--- src/core/rail_meter_pkg.sv ---
package rail_meter_pkg;

   // ********************************
   // register offsets
   // ********************************
   localparam logic [7:0] LOAD_READY_FLAGS_ADDR = 8'h18;
   localparam logic [7:0] RAIL01_EVENT_ADDR     = 8'h19;
   localparam logic [7:0] RAIL23_EVENT_ADDR     = 8'h1A;
   localparam logic [7:0] RAIL01_RAW_ADDR       = 8'h1C;
   localparam logic [7:0] RAIL23_RAW_ADDR       = 8'h1D;
   localparam logic [7:0] LOAD_READY_MASK_ADDR  = 8'h1E;
   localparam logic [7:0] RAIL01_IRQ_MASK_ADDR  = 8'h1F;
   localparam logic [7:0] RAIL23_IRQ_MASK_ADDR  = 8'h20;
   localparam logic [7:0] LOAD_METER_SELECT_ADDR = 8'h21;
   localparam logic [7:0] LOAD_RESULT_HIGH_ADDR = 8'h22;
   localparam logic [7:0] LOAD_RESULT_LOW_ADDR  = 8'h23;

   // ********************************
   // field positions inside a rail pair byte, the load ready bit and field widths
   // ********************************
   localparam int LO_OVERCURRENT_BIT = 0;
   localparam int LO_GOOD_BIT        = 2;
   localparam int HI_OVERCURRENT_BIT = 4;
   localparam int HI_GOOD_BIT        = 6;
   localparam int LOAD_READY_BIT     = 0;
   localparam int RAIL_SELECT_WIDTH  = 2;
   localparam int RESULT_WIDTH       = 10;
   localparam int RESULT_HIGH_WIDTH  = 2;

   // ********************************
   // values after reset
   // ********************************
   localparam logic [3:0] IRQ_BLOCK_RESET      = 4'hF;
   localparam logic       LOAD_READY_MASK_RESET = 1'b0;
   localparam logic [1:0] RAIL_SELECT_RESET    = 2'h0;
   localparam logic [9:0] RESULT_RESET         = 10'h000;

   // ********************************
   // result scaling
   // ********************************
   localparam int RESULT_LSB_MA   = 20;
   localparam int RESULT_FULL_MA  = 20000;

endpackage

--- src/core/rail_irq_mask_and_load_meter.sv ---
`timescale 1ns/10ps
`default_nettype none

module rail_irq_mask_and_load_meter #(
   parameter logic [6:0] TARGET_ADDR = 7'h60,
   parameter int         RAILS       = 4
) (
   // clock and reset
   input  wire logic                                   mclk,
   input  wire logic                                   rstn,
   // serial register port
   input  wire logic                                   scl_i,
   input  wire logic                                   sda_i,
   output logic                                        sda_o,
   output logic                                        sda_oe,
   // live rail conditions from the converter cores
   input  wire logic [RAILS-1:0]                       rail_good_raw,
   input  wire logic [RAILS-1:0]                       rail_overcurrent_raw,
   // load current converter
   output logic                                        meas_start,
   output logic [rail_meter_pkg::RAIL_SELECT_WIDTH-1:0] meas_rail,
   input  wire logic                                   meas_done,
   input  wire logic [rail_meter_pkg::RESULT_WIDTH-1:0] meas_value,
   // interrupt, active low
   output logic                                        irq_n
);

   // ********************************
   // declarations
   // ********************************
   logic [7:0]       reg_ptr;
   logic [7:0]       reg_rdata;
   logic             reg_wr;
   logic [7:0]       reg_waddr;
   logic [7:0]       reg_wdata;

   logic [RAILS-1:0] good_meta_q;
   logic [RAILS-1:0] good_sync_q;
   logic [RAILS-1:0] good_prev_q;
   logic [RAILS-1:0] oc_meta_q;
   logic [RAILS-1:0] oc_sync_q;
   logic [RAILS-1:0] oc_prev_q;

   logic [RAILS-1:0] good_irq_block_q;
   logic [RAILS-1:0] oc_irq_block_q;
   logic [RAILS-1:0] good_event_q;
   logic [RAILS-1:0] good_event_d;
   logic [RAILS-1:0] oc_event_q;
   logic [RAILS-1:0] oc_event_d;
   logic             ready_mask_q;
   logic             ready_flag_q;
   logic             ready_flag_d;
   logic [1:0]       rail_select_q;
   logic             meas_start_q;
   logic [9:0]       result_q;
   logic             irq_n_q;

   // ********************************
   // helpers
   // ********************************
   function automatic logic [7:0] pack_pair(input logic hi_good, input logic hi_oc,
                                            input logic lo_good, input logic lo_oc);
      logic [7:0] b;
      b = 8'h00;
      b[rail_meter_pkg::HI_GOOD_BIT]        = hi_good;
      b[rail_meter_pkg::HI_OVERCURRENT_BIT] = hi_oc;
      b[rail_meter_pkg::LO_GOOD_BIT]        = lo_good;
      b[rail_meter_pkg::LO_OVERCURRENT_BIT] = lo_oc;
      return b;
   endfunction

   function automatic logic [3:0] w1c_pair(input logic wr, input logic [7:0] data);
      logic [3:0] c;
      c = 4'h0;
      if (wr)
      begin
         c = {data[rail_meter_pkg::HI_GOOD_BIT], data[rail_meter_pkg::HI_OVERCURRENT_BIT],
              data[rail_meter_pkg::LO_GOOD_BIT], data[rail_meter_pkg::LO_OVERCURRENT_BIT]};
      end
      return c;
   endfunction

   // ********************************
   // serial engine
   // ********************************
   serial_target #(
      .TARGET_ADDR (TARGET_ADDR)
   ) u_serial (
      .mclk      (mclk),
      .rstn      (rstn),
      .scl_i     (scl_i),
      .sda_i     (sda_i),
      .sda_o     (sda_o),
      .sda_oe    (sda_oe),
      .reg_ptr   (reg_ptr),
      .reg_rdata (reg_rdata),
      .reg_wr    (reg_wr),
      .reg_waddr (reg_waddr),
      .reg_wdata (reg_wdata)
   );

   // ********************************
   // raw condition synchronisers
   // ********************************
   always_ff @(posedge mclk or negedge rstn)
   begin
      if (!rstn)
      begin
         good_meta_q <= '0;
         good_sync_q <= '0;
         good_prev_q <= '0;
         oc_meta_q   <= '0;
         oc_sync_q   <= '0;
         oc_prev_q   <= '0;
      end
      else
      begin
         good_meta_q <= rail_good_raw;
         good_sync_q <= good_meta_q;
         good_prev_q <= good_sync_q;
         oc_meta_q   <= rail_overcurrent_raw;
         oc_sync_q   <= oc_meta_q;
         oc_prev_q   <= oc_sync_q;
      end
   end

   wire [RAILS-1:0] good_rise = good_sync_q & ~good_prev_q;
   wire [RAILS-1:0] oc_rise   = oc_sync_q & ~oc_prev_q;

   // ********************************
   // write decode
   // ********************************
   wire wr_top_flags = reg_wr && (reg_waddr == rail_meter_pkg::LOAD_READY_FLAGS_ADDR);
   wire wr_ev01      = reg_wr && (reg_waddr == rail_meter_pkg::RAIL01_EVENT_ADDR);
   wire wr_ev23      = reg_wr && (reg_waddr == rail_meter_pkg::RAIL23_EVENT_ADDR);
   wire wr_top_mask  = reg_wr && (reg_waddr == rail_meter_pkg::LOAD_READY_MASK_ADDR);
   wire wr_mask01    = reg_wr && (reg_waddr == rail_meter_pkg::RAIL01_IRQ_MASK_ADDR);
   wire wr_mask23    = reg_wr && (reg_waddr == rail_meter_pkg::RAIL23_IRQ_MASK_ADDR);
   wire wr_select    = reg_wr && (reg_waddr == rail_meter_pkg::LOAD_METER_SELECT_ADDR);

   wire [3:0] clr01 = w1c_pair(wr_ev01, reg_wdata);
   wire [3:0] clr23 = w1c_pair(wr_ev23, reg_wdata);
   wire [RAILS-1:0] good_clr = {clr23[3], clr23[1], clr01[3], clr01[1]};
   wire [RAILS-1:0] oc_clr   = {clr23[2], clr23[0], clr01[2], clr01[0]};

   // an edge in the clearing cycle survives: set wins
   assign good_event_d = (good_event_q & ~good_clr) | good_rise;
   assign oc_event_d   = (oc_event_q & ~oc_clr) | oc_rise;
   assign ready_flag_d = (ready_flag_q
                          & ~(wr_top_flags & reg_wdata[rail_meter_pkg::LOAD_READY_BIT]))
                         | meas_done;

   // ********************************
   // latched event flags
   // ********************************
   always_ff @(posedge mclk or negedge rstn)
   begin
      if (!rstn)
      begin
         good_event_q <= '0;
         oc_event_q   <= '0;
         ready_flag_q <= 1'b0;
      end
      else
      begin
         good_event_q <= good_event_d;
         oc_event_q   <= oc_event_d;
         ready_flag_q <= ready_flag_d;
      end
   end

   // ********************************
   // interrupt mask registers
   // ********************************
   always_ff @(posedge mclk or negedge rstn)
   begin
      if (!rstn)
      begin
         good_irq_block_q <= rail_meter_pkg::IRQ_BLOCK_RESET;
         oc_irq_block_q   <= rail_meter_pkg::IRQ_BLOCK_RESET;
         ready_mask_q     <= rail_meter_pkg::LOAD_READY_MASK_RESET;
      end
      else
      begin
         if (wr_mask01)
         begin
            good_irq_block_q[0] <= reg_wdata[rail_meter_pkg::LO_GOOD_BIT];
            oc_irq_block_q[0]   <= reg_wdata[rail_meter_pkg::LO_OVERCURRENT_BIT];
            good_irq_block_q[1] <= reg_wdata[rail_meter_pkg::HI_GOOD_BIT];
            oc_irq_block_q[1]   <= reg_wdata[rail_meter_pkg::HI_OVERCURRENT_BIT];
         end
         if (wr_mask23)
         begin
            good_irq_block_q[3] <= reg_wdata[rail_meter_pkg::HI_GOOD_BIT];
            oc_irq_block_q[3]   <= reg_wdata[rail_meter_pkg::HI_OVERCURRENT_BIT];
            good_irq_block_q[2] <= reg_wdata[rail_meter_pkg::LO_GOOD_BIT];
            oc_irq_block_q[2]   <= reg_wdata[rail_meter_pkg::LO_OVERCURRENT_BIT];
         end
         if (wr_top_mask)
         begin
            ready_mask_q <= reg_wdata[rail_meter_pkg::LOAD_READY_BIT];
         end
      end
   end

   // ********************************
   // load current measurement
   // ********************************
   always_ff @(posedge mclk or negedge rstn)
   begin
      if (!rstn)
      begin
         rail_select_q <= rail_meter_pkg::RAIL_SELECT_RESET;
         meas_start_q  <= 1'b0;
         result_q      <= rail_meter_pkg::RESULT_RESET;
      end
      else
      begin
         meas_start_q <= wr_select;
         if (wr_select)
         begin
            rail_select_q <= reg_wdata[rail_meter_pkg::RAIL_SELECT_WIDTH-1:0];
         end
         if (meas_done)
         begin
            // kept as the raw 20 mA step count, no scaling in hardware
            result_q <= meas_value;
         end
      end
   end

   assign meas_start = meas_start_q;
   assign meas_rail  = rail_select_q;

   // ********************************
   // interrupt output
   // ********************************
   wire irq_any = |(good_event_q & ~good_irq_block_q)
                | |(oc_event_q & ~oc_irq_block_q)
                | (ready_flag_q & ~ready_mask_q);

   always_ff @(posedge mclk or negedge rstn)
   begin
      if (!rstn)
      begin
         irq_n_q <= 1'b1;
      end
      else
      begin
         irq_n_q <= ~irq_any;
      end
   end

   assign irq_n = irq_n_q;

   // ********************************
   // read mux
   // ********************************
   wire [7:0] rd_ev01   = pack_pair(good_event_q[1], oc_event_q[1],
                                    good_event_q[0], oc_event_q[0]);
   wire [7:0] rd_ev23   = pack_pair(good_event_q[3], oc_event_q[3],
                                    good_event_q[2], oc_event_q[2]);
   // raw status ignores masks entirely
   wire [7:0] rd_raw01  = pack_pair(good_sync_q[1], oc_sync_q[1],
                                    good_sync_q[0], oc_sync_q[0]);
   wire [7:0] rd_raw23  = pack_pair(good_sync_q[3], oc_sync_q[3],
                                    good_sync_q[2], oc_sync_q[2]);
   wire [7:0] rd_mask01 = pack_pair(good_irq_block_q[1], oc_irq_block_q[1],
                                    good_irq_block_q[0], oc_irq_block_q[0]);
   wire [7:0] rd_mask23 = pack_pair(good_irq_block_q[3], oc_irq_block_q[3],
                                    good_irq_block_q[2], oc_irq_block_q[2]);
   wire [7:0] rd_res_hi = {6'h00, result_q[9:8]};
   wire [7:0] rd_res_lo = result_q[7:0];

   // unused and reserved positions read zero
   assign reg_rdata =
      (reg_ptr == rail_meter_pkg::LOAD_READY_FLAGS_ADDR)  ? {7'h00, ready_flag_q} :
      (reg_ptr == rail_meter_pkg::RAIL01_EVENT_ADDR)      ? rd_ev01 :
      (reg_ptr == rail_meter_pkg::RAIL23_EVENT_ADDR)      ? rd_ev23 :
      (reg_ptr == rail_meter_pkg::RAIL01_RAW_ADDR)        ? rd_raw01 :
      (reg_ptr == rail_meter_pkg::RAIL23_RAW_ADDR)        ? rd_raw23 :
      (reg_ptr == rail_meter_pkg::LOAD_READY_MASK_ADDR)   ? {7'h00, ready_mask_q} :
      (reg_ptr == rail_meter_pkg::RAIL01_IRQ_MASK_ADDR)   ? rd_mask01 :
      (reg_ptr == rail_meter_pkg::RAIL23_IRQ_MASK_ADDR)   ? rd_mask23 :
      (reg_ptr == rail_meter_pkg::LOAD_METER_SELECT_ADDR) ? {6'h00, rail_select_q} :
      (reg_ptr == rail_meter_pkg::LOAD_RESULT_HIGH_ADDR)  ? rd_res_hi :
      (reg_ptr == rail_meter_pkg::LOAD_RESULT_LOW_ADDR)   ? rd_res_lo :
      8'h00;

endmodule

`default_nettype wire

--- src/core/serial_target.sv ---
`timescale 1ns/10ps
`default_nettype none

module serial_target #(
   parameter logic [6:0] TARGET_ADDR = 7'h60
) (
   // clock and reset
   input  wire logic       mclk,
   input  wire logic       rstn,
   // serial pins
   input  wire logic       scl_i,
   input  wire logic       sda_i,
   output logic            sda_o,
   output logic            sda_oe,
   // register side
   output logic [7:0]      reg_ptr,
   input  wire logic [7:0] reg_rdata,
   output logic            reg_wr,
   output logic [7:0]      reg_waddr,
   output logic [7:0]      reg_wdata
);

   typedef enum logic [2:0] {
      ST_IDLE  = 3'b000,
      ST_DEV   = 3'b001,
      ST_DACK  = 3'b011,
      ST_WBYTE = 3'b010,
      ST_WACK  = 3'b110,
      ST_RBYTE = 3'b111,
      ST_RACK  = 3'b101
   } serial_state_type;

   serial_state_type state_q;
   logic [2:0] scl_q;
   logic [2:0] sda_q;
   logic [7:0] shift_q;
   logic [3:0] cnt_q;
   logic       rw_q;
   logic       first_q;
   logic       oe_q;
   logic [7:0] ptr_q;
   logic       wr_q;
   logic [7:0] waddr_q;
   logic [7:0] wdata_q;

   // ********************************
   // pin sampling, stage 0 feeds only stage 1
   // ********************************
   always_ff @(posedge mclk or negedge rstn)
   begin
      if (!rstn)
      begin
         scl_q <= 3'h7;
         sda_q <= 3'h7;
      end
      else
      begin
         scl_q <= {scl_q[1:0], scl_i};
         sda_q <= {sda_q[1:0], sda_i};
      end
   end

   wire scl_rise   = scl_q[1] & ~scl_q[2];
   wire scl_fall   = ~scl_q[1] & scl_q[2];
   wire start_seen = scl_q[1] & scl_q[2] & ~sda_q[1] & sda_q[2];
   wire stop_seen  = scl_q[1] & scl_q[2] & sda_q[1] & ~sda_q[2];
   wire byte_full  = (cnt_q == 4'h8);
   wire addr_hit   = (shift_q[7:1] == TARGET_ADDR);

   // ********************************
   // protocol engine
   // ********************************
   always_ff @(posedge mclk or negedge rstn)
   begin
      if (!rstn)
      begin
         state_q <= ST_IDLE;
         shift_q <= 8'h00;
         cnt_q   <= 4'h0;
         rw_q    <= 1'b0;
         first_q <= 1'b0;
         oe_q    <= 1'b0;
         ptr_q   <= 8'h00;
         wr_q    <= 1'b0;
         waddr_q <= 8'h00;
         wdata_q <= 8'h00;
      end
      else
      begin
         wr_q <= 1'b0;
         if (start_seen)
         begin
            state_q <= ST_DEV;
            cnt_q   <= 4'h0;
            first_q <= 1'b1;
            oe_q    <= 1'b0;
         end
         else if (stop_seen)
         begin
            state_q <= ST_IDLE;
            oe_q    <= 1'b0;
         end
         else if (scl_rise)
         begin
            if (state_q == ST_DEV || state_q == ST_WBYTE)
            begin
               shift_q <= {shift_q[6:0], sda_q[1]};
               cnt_q   <= cnt_q + 4'h1;
            end
            else if (state_q == ST_RACK)
            begin
               rw_q <= ~sda_q[1];
            end
         end
         else if (scl_fall)
         begin
            case (state_q)
               ST_DEV:
               begin
                  if (byte_full)
                  begin
                     state_q <= addr_hit ? ST_DACK : ST_IDLE;
                     oe_q    <= addr_hit;
                     rw_q    <= shift_q[0];
                  end
               end
               ST_DACK, ST_RACK:
               begin
                  cnt_q <= (rw_q ? 4'h1 : 4'h0);
                  if (rw_q)
                  begin
                     // next byte fetched at the pointer, pointer then advances
                     state_q <= ST_RBYTE;
                     shift_q <= reg_rdata;
                     oe_q    <= ~reg_rdata[7];
                     ptr_q   <= ptr_q + 8'h01;
                  end
                  else
                  begin
                     state_q <= (state_q == ST_DACK) ? ST_WBYTE : ST_IDLE;
                     oe_q    <= 1'b0;
                  end
               end
               ST_WBYTE:
               begin
                  if (byte_full)
                  begin
                     state_q <= ST_WACK;
                     oe_q    <= 1'b1;
                     first_q <= 1'b0;
                     if (first_q)
                     begin
                        ptr_q <= shift_q;
                     end
                     else
                     begin
                        wr_q    <= 1'b1;
                        waddr_q <= ptr_q;
                        wdata_q <= shift_q;
                        ptr_q   <= ptr_q + 8'h01;
                     end
                  end
               end
               ST_WACK:
               begin
                  state_q <= ST_WBYTE;
                  oe_q    <= 1'b0;
                  cnt_q   <= 4'h0;
               end
               ST_RBYTE:
               begin
                  if (byte_full)
                  begin
                     state_q <= ST_RACK;
                     oe_q    <= 1'b0;
                  end
                  else
                  begin
                     oe_q    <= ~shift_q[6];
                     shift_q <= {shift_q[6:0], 1'b0};
                     cnt_q   <= cnt_q + 4'h1;
                  end
               end
               default:
               begin
                  state_q <= ST_IDLE;
                  oe_q    <= 1'b0;
               end
            endcase
         end
      end
   end

   // open drain: only ever pull low
   assign sda_o     = 1'b0;
   assign sda_oe    = oe_q;
   assign reg_ptr   = ptr_q;
   assign reg_wr    = wr_q;
   assign reg_waddr = waddr_q;
   assign reg_wdata = wdata_q;

endmodule

`default_nettype wire

--- config.mk ---
export PLATFORM = sky130hd
export DESIGN_NAME = rail_irq_mask_and_load_meter
export DESIGN_NICKNAME = d
export VERILOG_FILES = /design/src/core/rail_meter_pkg.sv /design/src/core/rail_irq_mask_and_load_meter.sv /design/src/core/serial_target.sv
export SDC_FILE = /design/constraint.sdc
export NUM_CORES = 1
export LEC_CHECK = 0
export BUFFER_PORTS_ARGS = -buffer_cell sky130_fd_sc_hd__buf_4
export CAP_MARGIN = 0
export CORE_MARGIN = 2
export CORE_UTILIZATION = 50
export CTS_CLUSTER_SIZE = 30
export DETAILED_ROUTE_END_ITERATION = 10
export PLACE_DENSITY = 0.78
export SYNTH_ARGS = -nofsm -noshare
export SYNTH_HDL_FRONTEND = slang
export SYNTH_SLANG_ARGS = --single-unit
--- constraint.sdc ---
create_clock -name mclk -period 3.4 [get_ports mclk]
set_clock_uncertainty 0.05 [all_clocks]
set_input_delay 0.17 -clock mclk [delete_from_list [all_inputs] [get_ports mclk]]
set_output_delay 0.17 -clock mclk [all_outputs]
set_load 0.03 [all_outputs]
# Word-level counts from Yosys, hierarchy flattened

Index checks and enable logic that the tools add are counted.

Register bits: 104
Latch bits: 0
RAM bits: 0
Memory bits (read-only): 0
Bits of input ports: 23
Output and inout port bits: 6
Logic and storage cells: 213
Memories: 0

$add $sub $neg: 2
$mul: 0
Divide/modulo/power cells: 0
Order comparisons: 0
Equal/unequal tests: 41
Shift-type cells: 0
Mux-type cells: 70
Bitwise operators: 40
Reductions and logical operators: 30

Operators by type and width:

| operator                                                              | number |
|---|---|
| 8-bit two-way mux                                                     | 19 |
| 8-bit by 5-bit equality test with 1-bit output, second input constant | 12 |
| 8-bit by 6-bit equality test with 1-bit output, second input constant | 6 |
| 4-bit two-way mux                                                     | 8 |
| 8-bit one-hot mux with 2 select lines                                 | 2 |
| 1-bit two-way mux                                                     | 28 |
| 7-bit AND reduction                                                   | 4 |
| 4-bit AND                                                             | 6 |
| 3-bit two-way mux                                                     | 8 |
| 4-bit NOT                                                             | 6 |
| 3-bit one-hot mux with 5 select lines                                 | 1 |
| 5-bit AND reduction                                                   | 3 |
| 2-bit nonzero test                                                    | 7 |
| 1-bit NOT                                                             | 13 |
| 4-bit by 1-bit != test with 1-bit output, second input constant       | 3 |
| 4-bit one-hot mux with 3 select lines                                 | 1 |
| 1-bit AND                                                             | 10 |
| 3-bit equality test, second input constant                            | 3 |
| 3-bit nonzero test                                                    | 3 |
| 8-bit by 1-bit adder with 8-bit output, second input constant         | 1 |
| 2-bit != test, second input constant                                  | 4 |
| 4-bit OR                                                              | 2 |
| 4-bit OR reduction                                                    | 2 |
| 7-bit equality test, second input constant                            | 1 |
| 17 further kinds                                                      | 30 |

# Longest topological paths before layout

Depth in word-level cells: 19
Depth in mapped cells: 9
Mapped depth without buffers: 7

# Cells and area by module

From an unflattened synthesis, not the netlist that was laid out.

Cells, all modules: 448
Area, all modules: 5083.6 um^2

By module, submodules not included:

| module                       | times used | cells an instance | area each (um^2) | seq. area each (um^2) |
|---|---|---|---|---|
| serial_target                | 1          | 238               | 2643.8           | 1233.7 |
| rail_irq_mask_and_load_meter | 1          | 210               | 2439.8           | 1412.6 |

# Worst setup path before layout

No wires, ideal clock.

Path type: reg2reg
From: register u_serial.scl_q[2]
To: register u_serial.waddr_q[4] (netlist: u_serial.reg_waddr[4])
Library setup time: 0.125 ns
Arrival: 2.074 ns
Required time: 3.225 ns
Path slack: 1.152 ns
Cell stages (with the launch flop): 8
Path buffers: 2
Clock period less this slack: 2.248 ns
Cell sequence: dfstp_2 > inv_1 > ha_1 > nand2b_1 > clkbuf_1 > nor4_4 > buf_2 > mux2_2

Word-level cells in the longest chain between the ends: 5
Elaborated cells on any way between the ends: 12
Classes of those cells: bitwise (11); reduce/logical (1)

Ends and longest elaborated chain:

| what                                             | RTL line                                 | source |
|---|---|---|
| from (decl)                                      | serial_target.sv:34                      | `logic [2:0] scl_q;` |
| from (signal assigned)                           | serial_target.sv:58                      | `scl_q <= {scl_q[1:0], scl_i};` |
| 1-bit AND                                        | serial_target.sv:65, serial_target.sv:66 |  |
| 1-bit AND, on equally long branches (2 in a row) | serial_target.sv:65, serial_target.sv:66 |  |
| 1-bit NOT (no line)                              | --                                       |  |
| 7-bit AND reduction (no line) *                  | --                                       |  |
| to (signal assigned)                             | serial_target.sv:158                     | `waddr_q <= ptr_q;` |
| to (decl)                                        | serial_target.sv:43                      | `logic [7:0] waddr_q;` |

Mark *: on every way between the ends. The rest lies on a longest branch, timed or not.
A chain may end at the register's enable or synchronous reset.

# Worst setup path in the final report

From: register u_serial.scl_q[1]
To: register u_serial.shift_q[0]

Word-level cells in the longest chain between the ends: 5
Elaborated cells on any way between the ends: 17
Classes of those cells: eq/ne (3); mux (1); bitwise (10); reduce/logical (3)

Ends and longest elaborated chain:

| what                                             | RTL line                                 | source |
|---|---|---|
| 1-bit AND                                        | serial_target.sv:65, serial_target.sv:66 |  |
| 1-bit AND, on equally long branches (2 in a row) | serial_target.sv:65, serial_target.sv:66 |  |
| 1-bit NOT (no line)                              | --                                       |  |
| 7-bit AND reduction (no line)                    | --                                       |  |
| to (signal assigned)                             | serial_target.sv:107                     | `shift_q <= {shift_q[6:0], sda_q[1]};` |
| to (signal assigned)                             | serial_target.sv:134                     | `shift_q <= reg_rdata;` |
| to (signal assigned)                             | serial_target.sv:180                     | `shift_q <= {shift_q[6:0], 1'b0};` |
| to (decl)                                        | serial_target.sv:36                      | `logic [7:0] shift_q;` |

Parallel ways exist; a longest one is shown, timed or not.

==> Flow_metrics.wiki <==
{| class="wikitable"
! Metric !! Value
|-
| DRT antenna net count || 0
|-
| Count of buffers from port buffering || 27
|-
| Data required, critical path || 3670 ps
|-
| Final hold violations || 0
|-
| Fraction of the cycle the final worst path needs || 73.8%
|-
| Hold Slack || 60.9 ps
|-
| Share of post-route cells with drive strength above 1 || 20.8%
|-
| Leak Pwr || 2.45 nW
|-
| DR vias || 4081
|-
| DPL Wire Length || 8.22 mm
|-
| Initial antenna violation count || 0
|-
| Hold EP || ready_flag_q
|-
| TritonCTS clock tree || done
|-
| Fraction of the yosys area taken by sequential cells || around half
|-
| Synthesized flop and latch total || between 100 and 150
|-
| Setup repair after global routing missed its margin || false
|-
| Cell types with the largest area share after synthesis || sky130_fd_sc_hd__dfrtp_1 (42%), sky130_fd_sc_hd__dfstp_2 (7.7%), sky130_fd_sc_hd__mux2_2 (7.4%), sky130_fd_sc_hd__nand2_1 (3.6%), sky130_fd_sc_hd__a21oi_1 (2.9%)
|-
| Core Util, Final || 57.1%
|-
| Number of distinct library cells after synthesis || 66
|-
| Top flip-flop cell by instance count after synthesis || sky130_fd_sc_hd__dfrtp_1
|-
| Maximum fanout along the worst path || 14
|-
| 1st-pass router iterations || 5
|-
| Via count of the first global-routing pass || approximately 4000
|-
| Clock transition at the register clock pins on the worst setup and hold paths after CTS || 110 ps
|-
| Final net count || between 500 and 600
|-
| Proportion of netlist area held by the largest area contributor || 42.3%
|-
| Kind of end point of the critical path || register
|-
| Worst endpoint data arrival time || 2780 ps
|-
| Synth Instances || 496
|-
| Number of DRC violations after detailed routing || 0
|-
| Combinational Power Share || 8.2%
|-
| Area of the die || 0.0111 mm²
|-
| Switching power share of the total || 26.8%
|-
| Post-cts sizing count || 0
|-
| Slew Limit Fails || 0
|-
| Overall track demand over capacity in global routing || 22.8%
|-
| Cell type with the largest total area after synthesis || sky130_fd_sc_hd__dfrtp_1
|-
| Max cap viols || 0
|-
| Starting Density || 50.8%
|-
| Flop2flop setup slack || 890 ps
|-
| Netlist area before placement || 0.00515 mm²
|-
| Worst hold path class || primary input to register
|-
| Cell-internal power || between 1.5 and 2 mW
|-
| Startpoint types || register
|-
| Diode insertion count for antenna repair || 0
|-
| Tmin final || 2510 ps
|-
| Number of setup violations in the final report || 0
|-
| Critical path class || register to register
|-
| Final weighted congestion in routability-driven placement || approximately 0.99
|-
| Max VDD drop || 357 µV
|-
| Post-detailed-route wirelength per cell || between 15 and 20 µm
|-
| Achievable clock frequency || ~0.4 GHz
|-
| Power Density || between 300 and 400 mW/mm²
|-
| Share of total power in sequential cells || 59.5%
|-
| Worst Min Path Start || meas_done
|-
| Cells on Worst Hold Path || 2
|-
| Path depth of the worst reg2reg path || 6
|-
| Maximum clock insertion buffer count || 2
|-
| TritonCTS Sinks || 102
|-
| Sum of routed wire length over all layers || 11.8 mm
|-
| IO Pins || 29
|-
| Clock insertion delay at the later pin of the skew report || 390 ps
|-
| Number of enable flip-flop cells after synthesis || 0
|-
| Most common cell in the synthesized netlist || sky130_fd_sc_hd__dfrtp_1
|-
| Clock root buffer || sky130_fd_sc_hd__clkbuf_8
|-
| Initial DRC Count || 393
|-
| Number of rows created at floorplan || 37
|-
| Synthesis-to-layout area growth || 12.6%
|-
| Nets in the synthesized netlist || 528
|-
| Post-detailed-route via-to-cell ratio || between 6 and 7
|-
| Total net switching power || 599 µW
|-
| Largest net degree at the start of global routing || 89
|-
| Die Ht || 105 µm
|-
| Mean instance size in the synthesized netlist || around 10 µm²
|-
| Worst rel slew slack || between 20% and 30%
|-
| Warning count from the yosys run || 0
|-
| Setup TNS after final layout || 0 ps
|-
| Fraction of registers with async set/reset || 100%
|-
| First-pass GRT wire length || 19.9 mm
|-
| Horiz. Die Dim || 105 µm
|-
| Slew at the pin with the worst max-slew slack || 1080 ps
|-
| Core box area || 0.0101 mm²
|-
| Start point of the critical path || u_serial.scl_q[1]
|-
| Clock network fraction of design power || 32.3%
|-
| Most frequent cells after synthesis || sky130_fd_sc_hd__dfrtp_1 (87), sky130_fd_sc_hd__nand2_1 (50), sky130_fd_sc_hd__inv_1 (36)
|-
| CTS buffer count || 9
|-
| Outcome || complete, no violations
|-
| Reg-to-Reg End || u_serial.shift_q[0]
|-
| FF-to-FF Start || u_serial.scl_q[1]
|-
| # H-tree levels || 3
|-
| Global route total overflow || 0
|}
==> state kept, by name, indices dropped and copies added, names as in the netlist, 2 cells and up <==
| name | flops |
|---|---|
| oc_prev_q | 4 |
| u_serial.reg_ptr | 8 |
| u_serial.scl_q | 3 |
| oc_event_q | 4 |
| meas_rail | 2 |
| u_serial.reg_wdata | 5 |
| u_serial.cnt_q | 4 |
| good_event_q | 4 |
| u_serial.sda_q | 3 |
| oc_irq_block_q | 4 |
| u_serial.state_q | 3 |
| oc_sync_q | 4 |
| u_serial.shift_q | 8 |
| good_sync_q | 4 |
| good_irq_block_q | 4 |
| u_serial.reg_waddr | 8 |
| good_prev_q | 4 |
| oc_meta_q | 4 |
| result_q | 10 |
| good_meta_q | 4 |
==> cells in the final DEF (no fill, tap or decap), types with 7 or more instances in the layout <==
cell                             n
sky130_fd_sc_hd__dfrtp_1        87
sky130_fd_sc_hd__o21ai_0        30
sky130_fd_sc_hd__o22ai_1        13
sky130_fd_sc_hd__a21oi_1        30
sky130_fd_sc_hd__buf_4          33
sky130_fd_sc_hd__nand3_1        18
sky130_fd_sc_hd__clkbuf_8        9
sky130_fd_sc_hd__nand2b_1        7
sky130_fd_sc_hd__mux2_2         34
sky130_fd_sc_hd__nor3_1          8
sky130_fd_sc_hd__dfstp_2        15
sky130_fd_sc_hd__nand2_1        50
sky130_fd_sc_hd__inv_1          36
sky130_fd_sc_hd__o31ai_1         7
sky130_fd_sc_hd__dlygate4sd3_1  21
sky130_fd_sc_hd__nor2_1         18
sky130_fd_sc_hd__ha_1            9
==> kinds of logic after synthesis <==
logic type                 count (synthesis)  synth area share [%]
buffers and inverters                     60                  5.76
muxes                                     40                  8.61
and+or+nand+nor                          149                  16.1
AOI/OAI and AO/OA                        132                  16.8
DFF                                      102                  50.0
other                                      1                0.0729
xor gates and xnor gates                   3                 0.511
adders and majority gates                  9                  2.19
==> metal layers <==
metal	GRT usage (%)	vias to the layer above	part of all wire [%]
li1	-	1868	-
met1	29.5	2004	42
met2	36.1	169	49
met3	5.19	40	5.7
met4	11.6	0	3.8
met5	0	-	0
==> how the worst max path moves through the flow <==
stage / end / slack (ps) / depth (start not counted)
after global routing: u_serial.shift_q[0] / 780 / 6
after global placement: u_serial.shift_q[0] / 1060 / 6
after floorplan: u_serial.reg_waddr[4] / 1150 / 7
final: u_serial.shift_q[0] / 890 / 6
after detailed placement: u_serial.shift_q[0] / 930 / 6
after CTS: u_serial.shift_q[0] / 910 / 6
==> critical path: stages (launching register included) <==
cell and delay [ps]:
sky130_fd_sc_hd__dfstp_2 570, sky130_fd_sc_hd__ha_1 440, sky130_fd_sc_hd__a21oi_1 100, sky130_fd_sc_hd__a311oi_1 390, sky130_fd_sc_hd__o221ai_2 350, sky130_fd_sc_hd__a311o_1 420
sky130_fd_sc_hd__o21ai_0 130
==> area by class of cell <==
cell class | instances | area [µm²]
sequential | 102 | 2570
timing repair buffer | 54 | 458
inverter | 36 | 135
clock inverter | 7 | 56.3
tap | 136 | 170
fill | 854 | 4350
clock buffer | 9 | 124
multi-input combinational | 334 | 2280
==> power groups by stage <==
stage	logic, mW	registers, mW	clock network, mW
global placement	0.156	1.35	0
global route	0.206	1.34	0.804
floorplan	0.111	1.32	0
finish	0.182	1.33	0.722
detailed placement	0.163	1.35	0
CTS	0.183	1.33	0.746
==> through the flow <==
step	setup WS (ps)	instance area (µm²)	cells	total power, mW
finish	891	5790	678	2.23
global route	778	5790	678	2.35
CTS	909	5790	678	2.26
detailed placement	930	5400	641	1.51
global placement	1060	5400	641	1.51
floorplan	1150	5150	496	1.44
==> repair_timing <==
action / CTS / global route
hold endpoints to repair: 91 / 0
setup buffers: 0 / 0
hold buffers: 21 / 0
(Power assumes the default switching activity.)
